<file path="src/design/aar_pkg.sv">
// Constants, record layout and state types of the alert reporter.
// Assumes a single 125 MHz clock and byte-wide message transmit.
package aar_pkg;

	// ----------------------------------------
	// Ports and queues
	// ----------------------------------------
	localparam int AAR_PORTS = 2;
	localparam int AAR_PW = 1;
	localparam int AAR_QDEPTH = 4;
	localparam int AAR_QAW = 2;
	localparam int AAR_QCW = 3;

	// ----------------------------------------
	// Message layout
	// ----------------------------------------
	localparam logic [7:0] AAR_CODE_ALERT = 8'h04;
	localparam logic [7:0] AAR_RSVD_BYTE = 8'h00;
	localparam int AAR_HDR_BYTES = 11;
	localparam int AAR_MAX_DATA = 21;
	localparam int AAR_DLW = 5;
	localparam int AAR_IDXW = 6;
	localparam int AAR_MA_TYPE_BYTE = 16;
	localparam int AAR_MA_SUB_BYTE = 17;
	localparam int AAR_MA_INFO_BYTE = 18;
	localparam int AAR_PATH_BYTES = 4;
	localparam int AAR_EXT_BIT = 7;

	// ----------------------------------------
	// Alert codes and reply codes
	// ----------------------------------------
	localparam logic [7:0] AAR_TYPE_ERP_LO = 8'h10;
	localparam logic [7:0] AAR_TYPE_ERP_HI = 8'h19;
	localparam logic [7:0] AAR_NOP_TYPE = 8'h01;
	localparam logic [7:0] AAR_NOP_SUB = 8'h01;
	localparam logic [7:0] AAR_NOP_INFO = 8'h00;
	localparam logic [7:0] AAR_RC_OK = 8'h00;
	localparam logic [7:0] AAR_RC_INVALID = 8'hff;

	// ----------------------------------------
	// Tag pools
	// ----------------------------------------
	localparam int AAR_CLS_W = 3;
	localparam int AAR_CLASSES = 6;
	localparam logic [2:0] AAR_CLS_RESP = 3'h5;
	localparam int AAR_SLOTS = 4;
	localparam int AAR_SLOT_W = 2;

	// ----------------------------------------
	// Timing
	// ----------------------------------------
	localparam int AAR_CLK_HZ = 125000000;
	localparam int AAR_RETX_MS = 500;
	localparam int AAR_RETX_CYCLES = AAR_CLK_HZ / 1000 * AAR_RETX_MS;
	localparam int AAR_TMR_W = 26;

	typedef struct packed {
		logic [7:0] typ;
		logic [7:0] sub;
		logic [7:0] info;
		logic [7:0] ctrl;
		logic [15:0] chan;
		logic [8*AAR_MAX_DATA-1:0] data;
		logic [AAR_DLW-1:0] dlen;
	} aar_rec_type;

	typedef enum logic [1:0] {
		AAR_ARB_IDLE = 2'b00,
		AAR_ARB_SEND = 2'b01
	} aar_arb_type;

	typedef enum logic [1:0] {
		AAR_FR_IDLE = 2'b00,
		AAR_FR_RUN = 2'b01
	} aar_fr_type;

endpackage

</file>
<file path="src/design/aar_frame_if.sv">
// Hand-off between the alert scheduler and the message framer.
// Assumes both ends run on the same clock.
`timescale 1ns/100ps
interface aar_frame_if;
	import aar_pkg::*;
	logic start;
	logic abort;
	logic [7:0] port;
	logic [15:0] tag;
	aar_rec_type rec;
	logic busy;
	logic done;
	modport src (output start, output abort, output port, output tag, output rec, input busy, input done);
	modport snk (input start, input abort, input port, input tag, input rec, output busy, output done);
endinterface

</file>
<file path="src/design/aar_framer.sv">
// Serialises one alert message into bytes on the transmit port.
// Assumes the record fields stay stable from start until done.
`timescale 1ns/100ps
module aar_framer import aar_pkg::*; (
	input wire logic clock,
	input wire logic rst,
	aar_frame_if.snk f,
	input wire logic tx_ready,
	output logic tx_valid,
	output logic [7:0] tx_data,
	output logic tx_last
);

	aar_fr_type state_r;
	logic [AAR_IDXW-1:0] idx_r;
	logic [AAR_IDXW-1:0] total;
	logic done_r;

	// Byte at a position of the message
	function automatic logic [7:0] msg_byte(input logic [AAR_IDXW-1:0] i, input logic [7:0] p,
		input logic [15:0] t, input aar_rec_type r);
		int k;
		k = int'(i) - AAR_HDR_BYTES;
		case (i)
			6'h00: msg_byte = AAR_CODE_ALERT;
			6'h01: msg_byte = p;
			6'h02: msg_byte = t[15:8];
			6'h03: msg_byte = t[7:0];
			6'h04: msg_byte = r.typ;
			6'h05: msg_byte = r.sub;
			6'h06: msg_byte = r.info;
			6'h07: msg_byte = AAR_RSVD_BYTE;
			6'h08: msg_byte = r.ctrl;
			6'h09: msg_byte = r.chan[15:8];
			6'h0a: msg_byte = r.chan[7:0];
			default: msg_byte = r.data[8*k +: 8];
		endcase
	endfunction

	assign total = AAR_IDXW'(AAR_HDR_BYTES) + {1'b0, f.rec.dlen};
	assign f.busy = (state_r == AAR_FR_RUN);
	assign f.done = done_r;

	// Byte sequencer
	always_ff @(posedge clock) begin
		if (rst || f.abort) begin
			state_r <= AAR_FR_IDLE;
			idx_r <= 6'h00;
			tx_valid <= 1'b0;
			tx_data <= 8'h00;
			tx_last <= 1'b0;
			done_r <= 1'b0;
		end else begin
			done_r <= 1'b0;
			case (state_r)
				AAR_FR_IDLE: begin
					if (f.start) begin
						tx_data <= msg_byte(6'h00, f.port, f.tag, f.rec);
						tx_valid <= 1'b1;
						tx_last <= 1'b0;
						idx_r <= 6'h01;
						state_r <= AAR_FR_RUN;
					end
				end
				AAR_FR_RUN: begin
					if (tx_ready) begin
						if (tx_last) begin
							tx_valid <= 1'b0;
							tx_last <= 1'b0;
							done_r <= 1'b1;
							state_r <= AAR_FR_IDLE;
						end else begin
							tx_data <= msg_byte(idx_r, f.port, f.tag, f.rec);
							tx_last <= (idx_r == total - 6'h01);
							idx_r <= idx_r + 6'h01;
						end
					end
				end
				default: state_r <= AAR_FR_IDLE;
			endcase
		end
	end

endmodule // aar_framer

</file>
<file path="src/design/aar_alert_reporter.sv">
// Alert reporter: queues, sends, retransmits and retires alerts per port,
// and hands out transport tags from the tag pools.
// Assumes all inputs are synchronous to clock and single-cycle strobes.
`timescale 1ns/100ps
module aar_alert_reporter import aar_pkg::*; #(
	parameter int RETX_CYCLES = AAR_RETX_CYCLES
) (
	input wire logic clock,
	input wire logic rst,
	input wire logic alert_valid,
	input wire logic [AAR_PW-1:0] alert_port,
	input wire logic [AAR_PW-1:0] alert_exit_port,
	input wire logic alert_port_down,
	input wire logic [7:0] alert_type,
	input wire logic [7:0] alert_subtype,
	input wire logic [7:0] alert_info,
	input wire logic [7:0] alert_ctrl,
	input wire logic [15:0] alert_chan,
	input wire logic [8*AAR_MAX_DATA-1:0] alert_data,
	input wire logic [AAR_DLW-1:0] alert_dlen,
	input wire logic cfg_valid,
	input wire logic [AAR_PW-1:0] cfg_port,
	input wire logic [15:0] cfg_tag,
	input wire logic [31:0] cfg_path,
	input wire logic reply_valid,
	input wire logic [AAR_PW-1:0] reply_port,
	input wire logic [15:0] reply_tag,
	input wire logic [7:0] reply_code,
	input wire logic total_reset,
	input wire logic absolute_reset,
	input wire logic tx_ready,
	output logic tx_valid,
	output logic [7:0] tx_data,
	output logic tx_last,
	output logic [AAR_PW-1:0] tx_port_r,
	output logic [31:0] tx_path_r,
	output logic [2:0] tx_path_len_r,
	output logic [AAR_PORTS-1:0] pending_r,
	output logic [AAR_PORTS-1:0] queue_full_r,
	output logic alert_overflow_r,
	output logic alert_discard_r,
	output logic ack_r,
	output logic [AAR_PW-1:0] ack_port_r,
	output logic ack_invalid_r,
	output logic reply_discard_r,
	input wire logic pool_separate,
	input wire logic tag_req_valid,
	input wire logic [AAR_CLS_W-1:0] tag_req_class,
	input wire logic tag_rel_valid,
	input wire logic [AAR_CLS_W-1:0] tag_rel_class,
	input wire logic [15:0] tag_rel_tag,
	output logic tag_grant_r,
	output logic tag_fail_r,
	output logic [15:0] tag_grant_tag_r,
	output logic tag_rel_bad_r
);

	// ----------------------------------------
	// Declarations
	// ----------------------------------------
	aar_frame_if fif ();
	aar_rec_type q_mem [AAR_PORTS][AAR_QDEPTH];
	aar_rec_type new_rec;
	aar_rec_type fr_rec_r;
	logic [AAR_QAW-1:0] q_wr_r [AAR_PORTS];
	logic [AAR_QAW-1:0] q_rd_r [AAR_PORTS];
	logic [AAR_QCW-1:0] q_cnt_r [AAR_PORTS];
	logic [AAR_TMR_W-1:0] tmr_r [AAR_PORTS];
	logic [15:0] tag_r [AAR_PORTS];
	logic [31:0] path_r [AAR_PORTS];
	logic [AAR_PORTS-1:0] tag_ok_r;
	logic [AAR_PORTS-1:0] enq;
	logic [AAR_PORTS-1:0] ack;
	logic [AAR_PORTS-1:0] expired;
	logic [AAR_PORTS-1:0] want;
	logic [AAR_PORTS-1:0] start_p;
	aar_arb_type state_r;
	logic [AAR_PW-1:0] sel_r;
	logic [AAR_PW-1:0] pick;
	logic [15:0] fr_tag_r;
	logic start_r;
	logic abort_r;
	logic fsr;
	logic drop_erp;
	logic [AAR_SLOTS-1:0] used_r [AAR_CLASSES];
	logic [AAR_CLS_W-1:0] req_pool;
	logic [AAR_CLS_W-1:0] rel_pool;
	logic [AAR_SLOT_W-1:0] free_slot;
	logic free_any;
	logic rel_ok;

	// ----------------------------------------
	// Functions
	// ----------------------------------------

	// Link recovery-exit alert types
	function automatic logic is_erp(input logic [7:0] t);
		is_erp = (t >= AAR_TYPE_ERP_LO) && (t <= AAR_TYPE_ERP_HI);
	endfunction

	// Number of significant path bytes up to a clear extend flag
	function automatic logic [2:0] path_len(input logic [31:0] p);
		int i;
		logic go;
		path_len = 3'h1;
		go = 1'b1;
		for (i = 0; i < AAR_PATH_BYTES - 1; i++) begin
			go = go && p[31 - 8*i - (7 - AAR_EXT_BIT)];
			if (go) begin
				path_len = path_len + 3'h1;
			end
		end
	endfunction

	// Path with pad bytes cleared
	function automatic logic [31:0] path_trim(input logic [31:0] p);
		int i;
		path_trim = p;
		for (i = 0; i < AAR_PATH_BYTES; i++) begin
			if (i >= int'(path_len(p))) begin
				path_trim[31 - 8*i -: 8] = 8'h00;
			end
		end
	endfunction

	// Pool serving a message class
	function automatic logic [AAR_CLS_W-1:0] pool_of(input logic [AAR_CLS_W-1:0] c, input logic sep);
		if (!sep) begin
			pool_of = AAR_CLS_RESP;
		end else if (c >= AAR_CLS_W'(AAR_CLASSES)) begin
			pool_of = AAR_CLS_RESP;
		end else begin
			pool_of = c;
		end
	endfunction

	// Round-robin choice starting after the last served port
	function automatic logic [AAR_PW-1:0] rr_pick(input logic [AAR_PORTS-1:0] w, input logic [AAR_PW-1:0] last);
		int i;
		logic [AAR_PW-1:0] idx;
		rr_pick = last;
		for (i = AAR_PORTS; i >= 1; i--) begin
			idx = AAR_PW'((int'(last) + i) % AAR_PORTS);
			if (w[idx]) begin
				rr_pick = idx;
			end
		end
	endfunction

	// ----------------------------------------
	// Event decode
	// ----------------------------------------
	assign fsr = total_reset | absolute_reset;
	assign drop_erp = is_erp(alert_type) && !alert_port_down && (alert_exit_port == alert_port);
	assign pick = rr_pick(want, sel_r);

	// Record built from an incoming alert
	always_comb begin
		new_rec.typ = alert_port_down ? AAR_NOP_TYPE : alert_type;
		new_rec.sub = alert_port_down ? AAR_NOP_SUB : alert_subtype;
		new_rec.info = alert_port_down ? AAR_NOP_INFO : alert_info;
		new_rec.ctrl = alert_ctrl;
		new_rec.chan = alert_chan;
		new_rec.data = alert_data;
		new_rec.dlen = (alert_dlen > AAR_DLW'(AAR_MAX_DATA)) ? AAR_DLW'(AAR_MAX_DATA) : alert_dlen;
	end

	// Per-port strobes
	always_comb begin
		for (int p = 0; p < AAR_PORTS; p++) begin
			enq[p] = alert_valid && !fsr && !drop_erp && (alert_port == AAR_PW'(p))
				&& (q_cnt_r[p] != AAR_QCW'(AAR_QDEPTH));
			ack[p] = reply_valid && !fsr && (reply_port == AAR_PW'(p)) && pending_r[p]
				&& (reply_tag == tag_r[p]);
			expired[p] = (tmr_r[p] == AAR_TMR_W'(RETX_CYCLES - 1));
			want[p] = (q_cnt_r[p] != 3'h0) && tag_ok_r[p] && (!pending_r[p] || expired[p]) && !ack[p]
				&& !fsr;
			start_p[p] = (state_r == AAR_ARB_IDLE) && want[p] && (pick == AAR_PW'(p));
		end
	end

	// ----------------------------------------
	// Alert queues
	// ----------------------------------------

	// Queue storage
	always_ff @(posedge clock) begin
		for (int p = 0; p < AAR_PORTS; p++) begin
			if (enq[p]) begin
				q_mem[p][q_wr_r[p]] <= new_rec;
			end
		end
	end

	// Queue pointers and fill
	always_ff @(posedge clock) begin
		for (int p = 0; p < AAR_PORTS; p++) begin
			if (rst || fsr) begin
				q_wr_r[p] <= 2'h0;
				q_rd_r[p] <= 2'h0;
				q_cnt_r[p] <= 3'h0;
				queue_full_r[p] <= 1'b0;
			end else begin
				q_wr_r[p] <= q_wr_r[p] + AAR_QAW'(enq[p]);
				q_rd_r[p] <= q_rd_r[p] + AAR_QAW'(ack[p]);
				q_cnt_r[p] <= q_cnt_r[p] + AAR_QCW'(enq[p]) - AAR_QCW'(ack[p]);
				queue_full_r[p] <= (q_cnt_r[p] + AAR_QCW'(enq[p]) - AAR_QCW'(ack[p])) == AAR_QCW'(AAR_QDEPTH);
			end
		end
	end

	// Dropped alert strobes
	always_ff @(posedge clock) begin
		if (rst) begin
			alert_overflow_r <= 1'b0;
			alert_discard_r <= 1'b0;
		end else begin
			alert_overflow_r <= alert_valid && !fsr && !drop_erp && !enq[alert_port];
			alert_discard_r <= alert_valid && !fsr && drop_erp;
		end
	end

	// ----------------------------------------
	// Pending state and resend timers
	// ----------------------------------------
	always_ff @(posedge clock) begin
		for (int p = 0; p < AAR_PORTS; p++) begin
			if (rst || fsr) begin
				pending_r[p] <= 1'b0;
				tmr_r[p] <= '0;
			end else if (ack[p]) begin
				pending_r[p] <= 1'b0;
				tmr_r[p] <= '0;
			end else if (start_p[p]) begin
				pending_r[p] <= 1'b1;
				tmr_r[p] <= '0;
			end else if (pending_r[p] && !expired[p]) begin
				tmr_r[p] <= tmr_r[p] + AAR_TMR_W'(1);
			end
		end
	end

	// Reply bookkeeping
	always_ff @(posedge clock) begin
		if (rst) begin
			ack_r <= 1'b0;
			ack_port_r <= '0;
			ack_invalid_r <= 1'b0;
			reply_discard_r <= 1'b0;
		end else begin
			ack_r <= |ack;
			reply_discard_r <= reply_valid && !fsr && !(|ack);
			if (|ack) begin
				ack_port_r <= reply_port;
				ack_invalid_r <= (reply_code == AAR_RC_INVALID);
			end
		end
	end

	// ----------------------------------------
	// Port configuration
	// ----------------------------------------
	always_ff @(posedge clock) begin
		for (int p = 0; p < AAR_PORTS; p++) begin
			if (rst || fsr) begin
				tag_ok_r[p] <= 1'b0;
				tag_r[p] <= 16'h0000;
				path_r[p] <= 32'h00000000;
			end else if (cfg_valid && (cfg_port == AAR_PW'(p))) begin
				tag_ok_r[p] <= 1'b1;
				tag_r[p] <= cfg_tag;
				path_r[p] <= cfg_path;
			end
		end
	end

	// ----------------------------------------
	// Send scheduler
	// ----------------------------------------
	always_ff @(posedge clock) begin
		if (rst) begin
			state_r <= AAR_ARB_IDLE;
			sel_r <= '0;
			start_r <= 1'b0;
			abort_r <= 1'b0;
			fr_tag_r <= 16'h0000;
			fr_rec_r <= '0;
			tx_port_r <= '0;
			tx_path_r <= 32'h00000000;
			tx_path_len_r <= 3'h0;
		end else begin
			start_r <= 1'b0;
			abort_r <= fsr;
			if (fsr) begin
				state_r <= AAR_ARB_IDLE;
			end else begin
				case (state_r)
					AAR_ARB_IDLE: begin
						if (|want) begin
							sel_r <= pick;
							fr_rec_r <= q_mem[pick][q_rd_r[pick]];
							fr_tag_r <= tag_r[pick];
							tx_port_r <= pick;
							tx_path_r <= path_trim(path_r[pick]);
							tx_path_len_r <= path_len(path_r[pick]);
							start_r <= 1'b1;
							state_r <= AAR_ARB_SEND;
						end
					end
					AAR_ARB_SEND: begin
						if (fif.done) begin
							state_r <= AAR_ARB_IDLE;
						end
					end
					default: state_r <= AAR_ARB_IDLE;
				endcase
			end
		end
	end

	assign fif.start = start_r;
	assign fif.abort = abort_r;
	assign fif.port = 8'(sel_r);
	assign fif.tag = fr_tag_r;
	assign fif.rec = fr_rec_r;

	aar_framer u_framer (
		.clock(clock),
		.rst(rst),
		.f(fif.snk),
		.tx_ready(tx_ready),
		.tx_valid(tx_valid),
		.tx_data(tx_data),
		.tx_last(tx_last)
	);

	// ----------------------------------------
	// Transport tag pools
	// ----------------------------------------
	assign req_pool = pool_of(tag_req_class, pool_separate);
	assign rel_pool = pool_of(tag_rel_class, pool_separate);
	assign rel_ok = (tag_rel_tag[15:AAR_SLOT_W] == 14'(rel_pool)) && used_r[rel_pool][tag_rel_tag[AAR_SLOT_W-1:0]];

	// Lowest free slot of the requested pool
	always_comb begin
		free_any = 1'b0;
		free_slot = '0;
		for (int s = AAR_SLOTS - 1; s >= 0; s--) begin
			if (!used_r[req_pool][s]) begin
				free_any = 1'b1;
				free_slot = AAR_SLOT_W'(s);
			end
		end
	end

	// Allocation and release; tags stand apart from protocol-layer tags
	always_ff @(posedge clock) begin
		if (rst || fsr) begin
			for (int c = 0; c < AAR_CLASSES; c++) begin
				used_r[c] <= '0;
			end
			tag_grant_r <= 1'b0;
			tag_fail_r <= 1'b0;
			tag_grant_tag_r <= 16'h0000;
			tag_rel_bad_r <= 1'b0;
		end else begin
			tag_grant_r <= tag_req_valid && free_any;
			tag_fail_r <= tag_req_valid && !free_any;
			tag_rel_bad_r <= tag_rel_valid && !rel_ok;
			if (tag_rel_valid && rel_ok) begin
				used_r[rel_pool][tag_rel_tag[AAR_SLOT_W-1:0]] <= 1'b0;
			end
			if (tag_req_valid && free_any) begin
				used_r[req_pool][free_slot] <= 1'b1;
				tag_grant_tag_r <= {14'(req_pool), free_slot};
			end
		end
	end

endmodule // aar_alert_reporter

</file>
<file path="config.mk">
export PLATFORM = sky130hd
export DESIGN_NAME = aar_alert_reporter
export DESIGN_NICKNAME = d
export VERILOG_FILES = /design/src/design/aar_pkg.sv /design/src/design/aar_frame_if.sv /design/src/design/aar_framer.sv /design/src/design/aar_alert_reporter.sv
export SDC_FILE = /design/constraint.sdc
export NUM_CORES = 2
export LEC_CHECK = 0
export ABC_AREA = 1
export BUFFER_PORTS_ARGS = -buffer_cell sky130_fd_sc_hd__buf_2
export CAP_MARGIN = 20
export CORE_MARGIN = 1
export CORE_UTILIZATION = 50
export DETAILED_ROUTE_END_ITERATION = 10
export PLACE_DENSITY_LB_ADDON = 0.1
export SKIP_CTS_REPAIR_TIMING = 1
export SLEW_MARGIN = 20
export SYNTH_ARGS = -nofsm -noshare
export SYNTH_HDL_FRONTEND = slang
export SYNTH_SLANG_ARGS = --single-unit
</file>
<file path="constraint.sdc">
create_clock -name clock -period 51.9 [get_ports clock]
set_clock_uncertainty 0.05 [all_clocks]
set_input_delay 10.38 -clock clock [delete_from_list [all_inputs] [get_ports clock]]
set_output_delay 10.38 -clock clock [all_outputs]
set_load 0.02 [all_outputs]
</file>
==> qor.yml <==
cp.buffers_inverters: 7
relSlewSlack: 0.138
wirelength_mm: 292
viasPerCell: 5.48
dr.pass1.iters: 6
place_hpwl_mm: 159
fmaxAchievable_mhz: 62.8
final_hold_viol_count: 0
outcome: "finished clean"
netlist.area_leader.share: 0.585
tns_ps: 0
rows: 162
critPathArrivalTime_ps: 16670
numCtsBuffers: 232
yosysTopAreaCell: "edfxtp_1"
peakVddDrop_mv: 0.0381
synth_area_mm2: 0.0983
drt_iter0_drc: 6687
synth_ff_type: "edfxtp_1"
hold_path.class: "reg -> reg"
slew_viol_final: 0
gr-usage-all-layers: 0.291
slowest_stage: "buf_4"
tightest_slew_ps: 1290
grt_pass1_vias: 69100
synth_edf_count: 1916
critPathKind: "in -> reg"
slowest_delay_ps: 940
grt_first_pass_wirelength_mm: 436
chipWidth_um: 445
cp_max_fo: 124
overflow: 0
initial_core_util: 0.504
clk_pin_slew_ps: 60
setup_violations: 0
cts-root-buf: "clkbuf_16"
antenna_found_initial: 72
ios: 406
power_uw: 3730
path_cells: "buf_2, nor2_2, inv_1, nor2_1, o31ai_1, a21oi_2, nand3_4, nand2_8, buf_4, nand2_1, o21ai_4, buf_12, buf_4, buf_4, nand2_1, nand3_1, nand2_1, inv_1"
drc: 0
fin_crit_ps: 15910
clkSinkCount: 2267
synth_cell_type_count: 49
fillers: 17200
cts_tree: "yes"
power_density_mw_per_mm2: 34.0
multi_input_area_mm2: 0.0287
die_area_mm2: 0.198
synthCells: 10300
gp_congestion: 0.906
cp-start-kind: "primary input"
rsz0062_at_grt: "no"
syn_avg_cell_area_um2: 9.59
ant_nets: 0
cap_violations: 0
synth_seq_area_share: 0.657
htree_num_levels: 4
grt_max_degree: 193
syn_to_final_growth_pct: 11.5
nets: 10700
min_period_over_period: 0.307
layout-drive-gt1-share: 0.0857
area.sequential_mm2: 0.0646
wire_per_inst_um: 22.1
numPortBuffers: 394
cp-end-kind: "flip-flop"
cts_buffer_depth: 3
coreArea_mm2: 0.195
dr_total_vias: 72600
ys.warnings.count: 0
crit_family: "buffers and inverters"
synth_seq_cells: 2267
die_h_um: 445
clk-insertion-delay-late_ps: 870
critPathRequiredTime_ps: 52660
netlist_top_cells_area: "edfxtp_1, nand2_1, dfxtp_1"
leakage_uw: 0.0456
synthArstFlopShare: 0
## flip-flops by register name, indices dropped and copies added, names as in the netlist, 5 cells and up
signal,flops
tx_path_r,32
tag_r,32
fif.tag,16
q_mem,1768
fif.rec,221
u_framer.idx_r,6
used_r,24
u_framer.tx_data,8
path_r,64
tag_grant_tag_r,5
q_cnt_r,6
tmr_r,52
## area by class of cell
type                    instances  area share
flip-flops and latches       2267       0.589
clock buffers                 326      0.0596
diodes                         34    0.000776
multi-input cells            6747       0.262
clock inverters               118     0.00994
well taps                    2624      0.0300
repair buffers                491      0.0270
inverters                     640      0.0221
## metrics by stage
stage / utilization / hold slack, ps / area [um2] / std cells / setup WS (ps)
after detailed placement: 0.523 / 398 / 102000 / 12800 / 35130
after global placement: 0.522 / 400 / 102000 / 12800 / 35230
after CTS: 0.562 / 406 / 110000 / 13200 / 36040
after floorplan: - / 350 / 98300 / 10300 / 24920
after global routing: 0.562 / 424 / 110000 / 13200 / 35670
final: 0.562 / 411 / 110000 / 13200 / 35990
## path summary, 6_finish.rpt
kind             startpoint            end  slack (ps)  cells after the start
min           ack_invalid_r  ack_invalid_r         410                      2
min reg2reg   ack_invalid_r  ack_invalid_r         410                      2
max reg2reg     tmr_r[0][0]   fif.rec[208]       45100                     19
max          absolute_reset   fif.rec[208]       35990                     18
## tightest hold or removal path, delay by kind of cell (launching register included)
family        cells  cell delay (ps)
flops             1              320
simple gates      2              100
## per-layer routing
metal  global-route usage  part of all wire  wire, um  up-vias
met5                    0            0.0010       294        -
met4                0.123             0.041     11800       44
li1                     -                 -         -    34100
met2                0.483              0.48    140000     2648
met3               0.0462             0.071     20700      556
met1                0.381              0.41    120000    35200
## cells by family after synthesis
group	share of synthesized area
simple gates	0.253
flops	0.657
buf+inv	0.0534
compound gates	0.0300
xor+xnor	0.00409
fa+ha+maj	0.00232
other cells	0.0000382
## cell usage in the layout, fill, tap and decap left out, types with 38 or more instances in the layout
cell type,netlist,layout
nand3_1,1228,1226
clkbuf_16,0,236
inv_1,625,624
clkbuf_1,181,61
nor2_1,317,316
edfxtp_1,1916,1916
nand2_1,4448,4443
nand4_1,38,38
clkinv_2,0,53
o211ai_1,45,45
o21ai_0,139,138
buf_2,381,393
buf_4,20,74
dfxtp_1,351,350
a21oi_1,298,298
## synthesized netlist by cell type, types with 2 or more instances
library cell / instances
inv_2: 11
clkinv_1: 4
nand2_2: 5
nor3b_1: 9
buf_6: 2
fa_1: 2
nand3b_1: 3
nand3_1: 1228
o21ai_0: 139
edfxtp_1: 1916
xor2_1: 26
nand2_1: 4448
inv_1: 625
a221oi_1: 4
o2111ai_1: 3
a21oi_1: 298
or2_2: 16
o211ai_1: 45
nor3_2: 2
o22ai_1: 22
nand4_1: 38
ha_1: 15
o31ai_1: 5
nor3_1: 42
nor2_2: 4
nor2_1: 317
xnor2_1: 18
a211oi_1: 4
and3_1: 2
clkbuf_1: 181
o21ai_1: 8
o221ai_1: 9
buf_4: 20
dfxtp_1: 351
nor4_1: 12
buf_2: 381
buf_1: 22
o21ai_2: 2
## power by group
group	switching (uW)	internal, uW	leakage, uW
Clock	712	952	0.00376
Combinational	56.5	19.9	0.0213
Sequential	4.57	1980	0.0205
Total	773	2960	0.0456
Power figures use the tool's default switching activity.
